--- config.mk ---
export PLATFORM = sky130hd
export DESIGN_NAME = spc_ctrl2
export DESIGN_NICKNAME = d
export VERILOG_FILES = /design/src/spc_pkg.sv /design/src/spc_ctrl2.sv /design/src/spc_rx.sv
export SDC_FILE = /design/constraint.sdc
export NUM_CORES = 1
export LEC_CHECK = 0
export BUFFER_PORTS_ARGS = -buffer_cell sky130_fd_sc_hd__buf_2
export CAP_MARGIN = 20
export CELL_PAD_IN_SITES_DETAIL_PLACEMENT = 0
export CELL_PAD_IN_SITES_GLOBAL_PLACEMENT = 1
export CORE_MARGIN = 2
export CORE_UTILIZATION = 49
export DETAILED_ROUTE_END_ITERATION = 7
export GPL_TIMING_DRIVEN = 0
export PLACE_DENSITY_LB_ADDON = 0.08
export SYNTH_ARGS = -nofsm -noshare
export SYNTH_HDL_FRONTEND = slang
export SYNTH_SLANG_ARGS = --single-unit
--- constraint.sdc ---
create_clock -name sys_clk_i -period 4.45 [get_ports sys_clk_i]
set_input_delay 0.6675 -clock sys_clk_i [delete_from_list [all_inputs] [get_ports sys_clk_i]]
set_output_delay 0.6675 -clock sys_clk_i [all_outputs]
set_load 0.005 [all_outputs]
--- src/spc_pkg.sv ---
// Purpose: constants and state types of the serial control-two block
// Assumes: 32-bit APB, one clock at 250 MHz
// Notes:   offsets are byte addresses of aligned words
`default_nettype none
package spc_pkg;
  // ******************************************
  // register map
  // ******************************************
  localparam logic [7:0] SPC_OFF_CFG  = 8'h00;
  localparam logic [7:0] SPC_OFF_CTRL = 8'h04;
  localparam logic [7:0] SPC_OFF_STAT = 8'h08;
  localparam logic [7:0] SPC_OFF_DATA = 8'h0c;
  localparam logic [7:0] SPC_CTRL_RST = 8'h00;
  localparam logic [4:0] SPC_CFG_RST  = 5'h00;
  // control-two fields
  localparam int SPC_TX_EMPTY_IRQ_EN   = 7;
  localparam int SPC_TX_DONE_IRQ_EN    = 6;
  localparam int SPC_RX_FULL_IRQ_EN    = 5;
  localparam int SPC_LINE_QUIET_IRQ_EN = 4;
  localparam int SPC_TX_ON             = 3;
  localparam int SPC_RX_ON             = 2;
  localparam int SPC_RX_STANDBY        = 1;
  localparam int SPC_BREAK_QUEUE       = 0;
  // configuration fields
  localparam int SPC_LOOP_MODE         = 0;
  localparam int SPC_RX_SOURCE_SEL     = 1;
  localparam int SPC_SINGLE_WIRE_DIR   = 2;
  localparam int SPC_STANDBY_EXIT      = 3;
  localparam int SPC_LONG_FRAME        = 4;
  // ******************************************
  // timing
  // ******************************************
  localparam int SPC_CLK_NS = 4;
  localparam int SPC_BIT_NS = 64;
  localparam logic [15:0] SPC_BIT_CYC  = 16'(SPC_BIT_NS / SPC_CLK_NS);
  localparam logic [15:0] SPC_HALF_CYC = 16'(SPC_BIT_NS / SPC_CLK_NS / 2);
  localparam logic [3:0] SPC_FRM_SHORT = 4'ha;
  localparam logic [3:0] SPC_FRM_LONG  = 4'hb;
  localparam logic [10:0] SPC_IDLE_FRM  = 11'h7ff;
  localparam logic [10:0] SPC_BREAK_FRM = 11'h000;
  // ******************************************
  // state types
  // ******************************************
  typedef enum logic [0:0] {SPC_TX_IDLE, SPC_TX_SEND} spc_tx_e;
  typedef enum logic [0:0] {SPC_RX_IDLE, SPC_RX_BUSY} spc_rx_e;
  typedef struct packed {
    logic [7:0]  ctrl;
    logic [4:0]  cfg;
    logic [8:0]  tbuf;
    logic        txe;
    logic [10:0] shf;
    logic [3:0]  nbits;
    logic [15:0] bcnt;
    spc_tx_e     txs;
    logic        ipend;
    logic        bpend;
    logic        rxf;
    logic        quiet;
    logic [8:0]  rbuf;
    logic [31:0] prdata;
    logic        pready;
    logic        pslverr;
    logic        irq;
    logic        out;
    logic        oe;
    logic        txown;
    logic        rxown;
  } spc_state_s;
  typedef struct packed {
    spc_rx_e     rxs;
    logic [15:0] cnt;
    logic [3:0]  bitn;
    logic [9:0]  shf;
    logic [3:0]  qcnt;
    logic        armed;
    logic        dv;
    logic [8:0]  dat;
    logic        msb;
    logic        idle;
  } spc_rx_s;
endpackage
`default_nettype wire

--- src/spc_ctrl2.sv ---
// Purpose: control-two register of a serial port with its transmitter and pin logic
// Assumes: APB master, one 250 MHz clock, pins synchronous to it
// Notes:   pin output enable is high while the block drives the pin
`default_nettype none
module spc_ctrl2 import spc_pkg::*; (
  // clock and reset
  input  wire logic        sys_clk_i,
  input  wire logic        reset_n_i,
  // apb slave
  input  wire logic        psel_i,
  input  wire logic        penable_i,
  input  wire logic        pwrite_i,
  input  wire logic [7:0]  paddr_i,
  input  wire logic [31:0] pwdata_i,
  output logic [31:0]      prdata_o,
  output logic             pready_o,
  output logic             pslverr_o,
  // serial pins
  input  wire logic        serial_in_i,
  input  wire logic        serial_out_in_i,
  output logic             serial_out_o,
  output logic             serial_out_oe_o,
  output logic             tx_pin_owned_o,
  output logic             rx_pin_owned_o,
  // interrupt request
  output logic             irq_o
);
  // ******************************************
  // state and decode
  // ******************************************
  spc_state_s s;
  spc_state_s n;
  logic       setup;
  logic       acc;
  logic       wr;
  logic       ctrl_wr;
  logic       data_wr;
  logic       data_rd;
  logic       tx_done;
  logic       loop_int;
  logic       loop_one;
  logic       rx_line;
  logic       rx_dv;
  logic [8:0] rx_dat;
  logic       rx_msb;
  logic       rx_idle;
  logic       stby;
  logic       wake;
  logic [3:0] frm;
  logic       brk_go;

  function automatic logic hit(input logic [7:0] a, input logic [7:0] off);
    hit = (a == off);
  endfunction

  assign setup   = psel_i & ~penable_i;
  assign acc     = psel_i & penable_i & s.pready;
  assign wr      = acc & pwrite_i;
  assign ctrl_wr = wr & hit(paddr_i, SPC_OFF_CTRL);
  assign data_wr = wr & hit(paddr_i, SPC_OFF_DATA);
  assign data_rd = acc & ~pwrite_i & hit(paddr_i, SPC_OFF_DATA);
  assign frm     = s.cfg[SPC_LONG_FRAME] ? SPC_FRM_LONG : SPC_FRM_SHORT;
  assign brk_go  = s.bpend | (s.ctrl[SPC_BREAK_QUEUE] & s.ctrl[SPC_TX_ON]);
  // status view: idle when buffer empty and nothing queued or sending
  assign tx_done = s.txe & (s.txs == SPC_TX_IDLE) & ~s.ipend & ~s.bpend;

  // ******************************************
  // receive path and wakeup
  // ******************************************
  assign loop_int = s.cfg[SPC_LOOP_MODE] & ~s.cfg[SPC_RX_SOURCE_SEL];
  assign loop_one = s.cfg[SPC_LOOP_MODE] & s.cfg[SPC_RX_SOURCE_SEL];
  assign rx_line  = loop_int ? s.out : (loop_one ? serial_out_in_i : serial_in_i);
  assign stby     = s.ctrl[SPC_RX_STANDBY];
  assign wake     = stby & (s.cfg[SPC_STANDBY_EXIT] ? (rx_dv & rx_msb) : rx_idle);

  spc_rx u_rx (
    .sys_clk_i    (sys_clk_i),
    .reset_n_i    (reset_n_i),
    .enable_i     (s.ctrl[SPC_RX_ON]),
    .long_frame_i (s.cfg[SPC_LONG_FRAME]),
    .line_i       (rx_line),
    .data_valid_o (rx_dv),
    .data_o       (rx_dat),
    .data_msb_o   (rx_msb),
    .idle_o       (rx_idle)
  );

  // ******************************************
  // next state
  // ******************************************
  always_comb begin
    n         = s;
    n.pready  = 1'b0;
    n.pslverr = 1'b0;
    // apb: answer prepared in setup, zero wait states
    if (setup) begin
      n.pready = 1'b1;
      n.prdata = 32'h0000_0000;
      if (hit(paddr_i, SPC_OFF_CFG)) begin
        n.prdata[4:0] = s.cfg;
      end else if (hit(paddr_i, SPC_OFF_CTRL)) begin
        n.prdata[7:0] = s.ctrl;
      end else if (hit(paddr_i, SPC_OFF_STAT)) begin
        n.prdata[7:4] = {s.txe, tx_done, s.rxf, s.quiet};
      end else if (hit(paddr_i, SPC_OFF_DATA)) begin
        n.prdata[8:0] = s.rbuf;
      end else begin
        n.pslverr = 1'b1;
      end
    end
    if (wr && hit(paddr_i, SPC_OFF_CFG)) begin
      n.cfg = pwdata_i[4:0];
    end
    // hardware wakeup clears standby; a software write in the same cycle wins
    if (wake) begin
      n.ctrl[SPC_RX_STANDBY] = 1'b0;
    end
    if (ctrl_wr) begin
      n.ctrl = pwdata_i[7:0];
    end

    // transmitter
    unique case (s.txs)
      SPC_TX_IDLE: begin
        if (s.ipend) begin
          n.ipend = 1'b0;
          n.shf   = SPC_IDLE_FRM;
          n.nbits = frm;
          n.bcnt  = SPC_BIT_CYC - 16'h0001;
          n.txs   = SPC_TX_SEND;
        end else if (brk_go) begin
          n.bpend = 1'b0;
          n.shf   = SPC_BREAK_FRM;
          n.nbits = frm;
          n.bcnt  = SPC_BIT_CYC - 16'h0001;
          n.txs   = SPC_TX_SEND;
        end else if (!s.txe) begin
          // data already accepted still goes out after tx_on falls
          n.txe   = 1'b1;
          n.shf   = s.cfg[SPC_LONG_FRAME] ? {1'b1, s.tbuf, 1'b0}
                                          : {2'b11, s.tbuf[7:0], 1'b0};
          n.nbits = frm;
          n.bcnt  = SPC_BIT_CYC - 16'h0001;
          n.txs   = SPC_TX_SEND;
        end
      end
      SPC_TX_SEND: begin
        if (s.bcnt != 16'h0000) begin
          n.bcnt = s.bcnt - 16'h0001;
        end else begin
          n.bcnt  = SPC_BIT_CYC - 16'h0001;
          n.shf   = {1'b1, s.shf[10:1]};
          n.nbits = s.nbits - 4'h1;
          if (s.nbits == 4'h1) begin
            n.txs = SPC_TX_IDLE;
          end
        end
      end
    endcase

    // queue requests set after the load clears them, so none is lost
    if (ctrl_wr && !s.ctrl[SPC_TX_ON] && pwdata_i[SPC_TX_ON]) begin
      n.ipend = 1'b1;
    end
    if (ctrl_wr && !s.ctrl[SPC_BREAK_QUEUE] && pwdata_i[SPC_BREAK_QUEUE]
        && pwdata_i[SPC_TX_ON]) begin
      n.bpend = 1'b1;
    end
    // data writes are accepted only while the transmitter is on
    if (data_wr && s.ctrl[SPC_TX_ON]) begin
      n.tbuf = pwdata_i[8:0];
      n.txe  = 1'b0;
    end

    // receive flags: read of data clears, a new event in the same cycle wins
    if (data_rd) begin
      n.rxf   = 1'b0;
      n.quiet = 1'b0;
    end
    if (rx_dv && (!stby || (s.cfg[SPC_STANDBY_EXIT] && rx_msb))) begin
      n.rxf  = 1'b1;
      n.rbuf = rx_dat;
    end
    if (rx_idle && !stby) begin
      n.quiet = 1'b1;
    end

    // interrupt request
    n.irq = |({s.txe, tx_done, s.rxf, s.quiet} & s.ctrl[7:4]);

    // pins
    n.out   = (n.txs == SPC_TX_SEND) ? n.shf[0] : 1'b1;
    n.txown = (s.ctrl[SPC_TX_ON] | (s.txs == SPC_TX_SEND) | s.ipend | s.bpend | ~s.txe)
              & ~loop_int;
    n.oe    = n.txown & (~loop_one | s.cfg[SPC_SINGLE_WIRE_DIR]);
    n.rxown = s.ctrl[SPC_RX_ON] & ~s.cfg[SPC_LOOP_MODE];
  end

  always_ff @(posedge sys_clk_i or negedge reset_n_i) begin
    if (!reset_n_i) begin
      s      <= '0;
      s.ctrl <= SPC_CTRL_RST;
      s.cfg  <= SPC_CFG_RST;
      s.txe  <= 1'b1;
      s.out  <= 1'b1;
    end else begin
      s <= n;
    end
  end

  assign prdata_o        = s.prdata;
  assign pready_o        = s.pready;
  assign pslverr_o       = s.pslverr;
  assign serial_out_o    = s.out;
  assign serial_out_oe_o = s.oe;
  assign tx_pin_owned_o  = s.txown;
  assign rx_pin_owned_o  = s.rxown;
  assign irq_o           = s.irq;
endmodule // spc_ctrl2
`default_nettype wire

--- src/spc_rx.sv ---
// Purpose: serial receiver with idle-line detection
// Assumes: line is synchronous to sys_clk_i
// Notes:   no framing or noise checks; stop bit is not checked
`default_nettype none
module spc_rx import spc_pkg::*; (
  // clock and reset
  input  wire logic       sys_clk_i,
  input  wire logic       reset_n_i,
  // control
  input  wire logic       enable_i,
  input  wire logic       long_frame_i,
  input  wire logic       line_i,
  // results
  output logic            data_valid_o,
  output logic [8:0]      data_o,
  output logic            data_msb_o,
  output logic            idle_o
);
  spc_rx_s r;
  spc_rx_s n;
  logic [3:0] frm;
  logic [9:0] nx;

  assign frm = long_frame_i ? SPC_FRM_LONG : SPC_FRM_SHORT;
  assign nx  = {line_i, r.shf[9:1]};

  always_comb begin
    n      = r;
    n.dv   = 1'b0;
    n.idle = 1'b0;
    unique case (r.rxs)
      SPC_RX_IDLE: begin
        if (!line_i) begin
          n.rxs  = SPC_RX_BUSY;
          n.cnt  = SPC_HALF_CYC;
          n.bitn = 4'h0;
          n.qcnt = 4'h0;
        end else if (r.cnt == 16'h0000) begin
          n.cnt = SPC_BIT_CYC - 16'h0001;
          // idle reported once per received character
          if (r.qcnt != 4'hf) begin
            n.qcnt = r.qcnt + 4'h1;
          end
          if (r.armed && (r.qcnt + 4'h1 == frm)) begin
            n.idle  = 1'b1;
            n.armed = 1'b0;
          end
        end else begin
          n.cnt = r.cnt - 16'h0001;
        end
      end
      SPC_RX_BUSY: begin
        if (r.cnt != 16'h0000) begin
          n.cnt = r.cnt - 16'h0001;
        end else begin
          n.cnt  = SPC_BIT_CYC - 16'h0001;
          n.bitn = r.bitn + 4'h1;
          if (r.bitn == 4'h0) begin
            // a glitch shorter than half a bit is no start
            if (line_i) begin
              n.rxs = SPC_RX_IDLE;
            end
          end else begin
            n.shf = nx;
            if (r.bitn == frm - 4'h1) begin
              n.rxs   = SPC_RX_IDLE;
              n.dv    = 1'b1;
              n.msb   = nx[8];
              n.dat   = long_frame_i ? nx[8:0] : {1'b0, nx[8:1]};
              n.armed = 1'b1;
            end
          end
        end
      end
    endcase
    if (!enable_i) begin
      n.rxs   = SPC_RX_IDLE;
      n.armed = 1'b0;
      n.qcnt  = 4'h0;
    end
  end

  always_ff @(posedge sys_clk_i or negedge reset_n_i) begin
    if (!reset_n_i) begin
      r <= '0;
    end else begin
      r <= n;
    end
  end

  assign data_valid_o = r.dv;
  assign data_o       = r.dat;
  assign data_msb_o   = r.msb;
  assign idle_o       = r.idle;
endmodule // spc_rx
`default_nettype wire

==> qor.yml <==
drt:
  vias_per_cell: 5.31
  drc: 0
  ant_nets: 0
  dr.pass1.iters: 5
  drtIter0Drc: 257
  totalWireLength_um: 13800
  dr_total_vias: 4723
  avgRoutedWirePerCell_um: 15.5
yosys:
  synth_top_cell_by_area: "dfrtp_1"
  yosysWarnings: 0
  synth-seq-cells: 131
  seq_area_frac_synth_pct: 50.3
  async_flop_share_pct: 100
  synth_edf_count: 0
  synthDistinctLibCells: 64
  syn-cell-area_um2: 6520
  yosysMostFrequentCell: "dfrtp_1"
  synthCells: 620
  synth_top_flop_cell: "dfrtp_1"
  synth_commonest_cells: "dfrtp_1, nand2_1, nor2_1"
  ys_top_cells_by_area: "dfrtp_1, mux2_2, buf_4, mux2i_1, a21oi_1"
  yosys.area.top_type_share_pct: 49.5
  syn_avg_cell_area_um2: 10.5
global_route:
  gr-usage-met3_pct: 4.98
  grt_remaining_overflow: 0
  grt_pass1_vias: 4564
  grt_max_degree: 91
  grtUsageMet1_pct: 29.8
  grt_busiest_layer: "met2"
  grt_first_pass_wirelength_um: 23100
  use_met2_pct: 31.4
  track_usage_pct: 20.7
  antenna_found_initial: 0
cts:
  clk_latency_ns: 0.42
  cts_root_buf: "clkbuf_16"
  cts.path.max_buffers: 2
  cts_tree: "yes"
  postCtsSetupRepairBufs: 0
  htree_levels: 4
  clk_pin_slew_worst_paths_ns: 0.06
  cts_resized: 0
  cts.sinks: 131
  cts-buffers-inserted: 17
  cts_hold_buf: 0
power:
  leakagePower_nw: 3.55
  peakVddDrop_mv: 0.304
  p_per_area_nw_per_um2: 427
timing:
  worst_pin_slew_ns: 0.860
  fmax_mhz: 395
  setup-tns-final_ns: 0
  grt_setup_unrepaired: "false"
  fin_skew_ns: 0.00794
  relSlewSlack_pct: 42.4
  fin_crit_sh_pct: 56.9
  fin_crit_ns: 2.53
  fin_ws_ns: 1.92
  finalHoldViolations: 0
  setup_viol_count_final: 0
  whs_ns: 0.172
  drv_slew: 0
place:
  dp.cells: 858
  place_congestion: 0.811
  place_hpwl_um: 9770
  place_ws_ns: 1.80
  placed_area_um2: 7050
  port_buffers: 39
critical_path:
  critPathKind: "reg2reg"
  rrSetupSlack_ns: 1.92
  rr_startpoint: "s[53]"
  reg2reg_to: "s[69]"
  path_cells: "inv_1 -> ha_1 -> or3b_1 -> buf_2 -> nor4_2 -> a21oi_1 -> buf_2 -> nor2_1 -> o21ai_0"
  critPathMostFrequentCell: "buf_2"
  cp.required_ns: 4.73
  worstPathMaxFanout: 10
  ff2ff_path_depth: 9
  cp-endpoint: "s[69]"
  cpMaxStageDelayCell: "nor4_2"
  crit_start: "s[53]"
  endpoint_kind: "flop"
  critPathMaxStageDelay_ns: 0.48
  cp.arrival_ns: 2.81
  start_kind: "flop"
final_layout:
  antenna_cells: 0
  final_area_um2: 7670
  final_layout_size_suffix_gt1_share_pct: 23.7
  fill_cells: 1169
  syn2layout_area_growth_pct: 17.6
  nets: 755
  fin_cells: 890
die:
  die_area_um2: 14200
  die_h_um: 119
  start_util_pct: 49.6
  io_pins: 86
  fp-row-count: 42
  core_area_um2: 13100
  die_x_um: 119
run_status:
  status: "complete, no violations"
job:
  maxCapViolations: 0
min_path:
  holdCritPathClass: "in2async"
[report_power, final]
| group | switching (mW) | internal [mW] | leakage, nW |
|---|---|---|---|
| registers | 0.147 | 1.30 | 1.62 |
| clock network | 0.547 | 0.904 | 0.298 |
| logic | 0.192 | 0.182 | 1.64 |
| total | 0.885 | 2.39 | 3.55 |
[placed cells by master (no fill, tap or decap), drive strengths merged, types with 4 or more instances in the layout]
cell type,synthesis,layout
nand4,6,6
or4,6,6
nand2b,6,6
conb,1,23
or3,8,8
nor3,11,11
a21oi,42,42
ha,7,7
mux2i,24,24
xnor2,9,9
nand2,51,51
o21ai,42,42
nand3,16,16
a31oi,6,6
nor2b,4,4
nor4,11,11
inv,20,25
buf,38,78
mux2,39,39
clkbuf,19,37
dfrtp,129,129
clkinv,0,4
xor2,12,12
a2bb2oi,9,9
a22oi,5,5
nor2,51,51
o31ai,4,4
[through the flow]
stage               power, mW  utilization [%]
finish                   3.27             58.4
global route             3.43             58.4
CTS                      3.31             58.4
detailed placement       1.84             53.7
global placement         1.82             53.4
floorplan                1.72                -
[routing by layer]
layer | vias to the layer above | part of all wire, %
met3 | 11 | 4.0
li1 | 2332 | -
met1 | 2287 | 49
met5 | - | 0
met4 | 0 | 0.86
met2 | 93 | 46
[state kept, by name, indices dropped and copies added, names as in the netlist]
signal / cells
s: 68
u_rx.r: 26
prdata_o: 9
u_rx.data_o: 9
u_rx.nx: 9
irq_o: 1
pready_o: 1
pslverr_o: 1
rx_pin_owned_o: 1
serial_out_o: 1
serial_out_oe_o: 1
tx_pin_owned_o: 1
u_rx.data_msb_o: 1
u_rx.data_valid_o: 1
u_rx.idle_o: 1
[worst max-delay path: cells and delay by family, from the launching register on]
kind | cells | cell delay [ns]
adder cells (fa/ha/maj) | 1 | 0.16
AO/OA/AOI/OAI | 2 | 0.29
buffers and inverters | 3 | 0.47
AND/OR/NAND/NOR | 3 | 1.06
flip-flops | 1 | 0.42
[layout make-up]
class	count	area, um^2	share of cell area [%]
repair buffers	40	229	2.99
clock buffers	18	439	5.73
flip-flops and latches	131	3280	42.8
well taps	176	220	2.87
multi-input cells	434	2900	37.8
clock inverters	14	176	2.30
inverters	20	75.1	0.979
plain buffers	57	347	4.52
[cells by family (layout without fill, tap and decap cells)]
group | after synthesis | count (layout) | synth area share, %
AOI/OAI and AO/OA | 127 | 127 | 12.0
xor gates and xnor gates | 21 | 21 | 2.82
adders and majority gates | 7 | 7 | 1.34
buffers and inverters | 77 | 149 | 6.47
DFF | 131 | 131 | 50.3
muxes | 64 | 64 | 10.8
other | 1 | 23 | 0.0575
and+or+nand+nor | 192 | 192 | 16.2
[worst min path at each step]
stage	to	cells past startpoint	start
floorplan	irq_o	0	reset_n_i
global placement	prdata_o[2]	2	prdata_o[2]
detailed placement	prdata_o[1]	2	prdata_o[1]
CTS	s[106]	1	reset_n_i
global route	irq_o	1	reset_n_i
finish	prdata_o[4]	1	reset_n_i
Note: power is estimated with default switching activity, not from simulation.
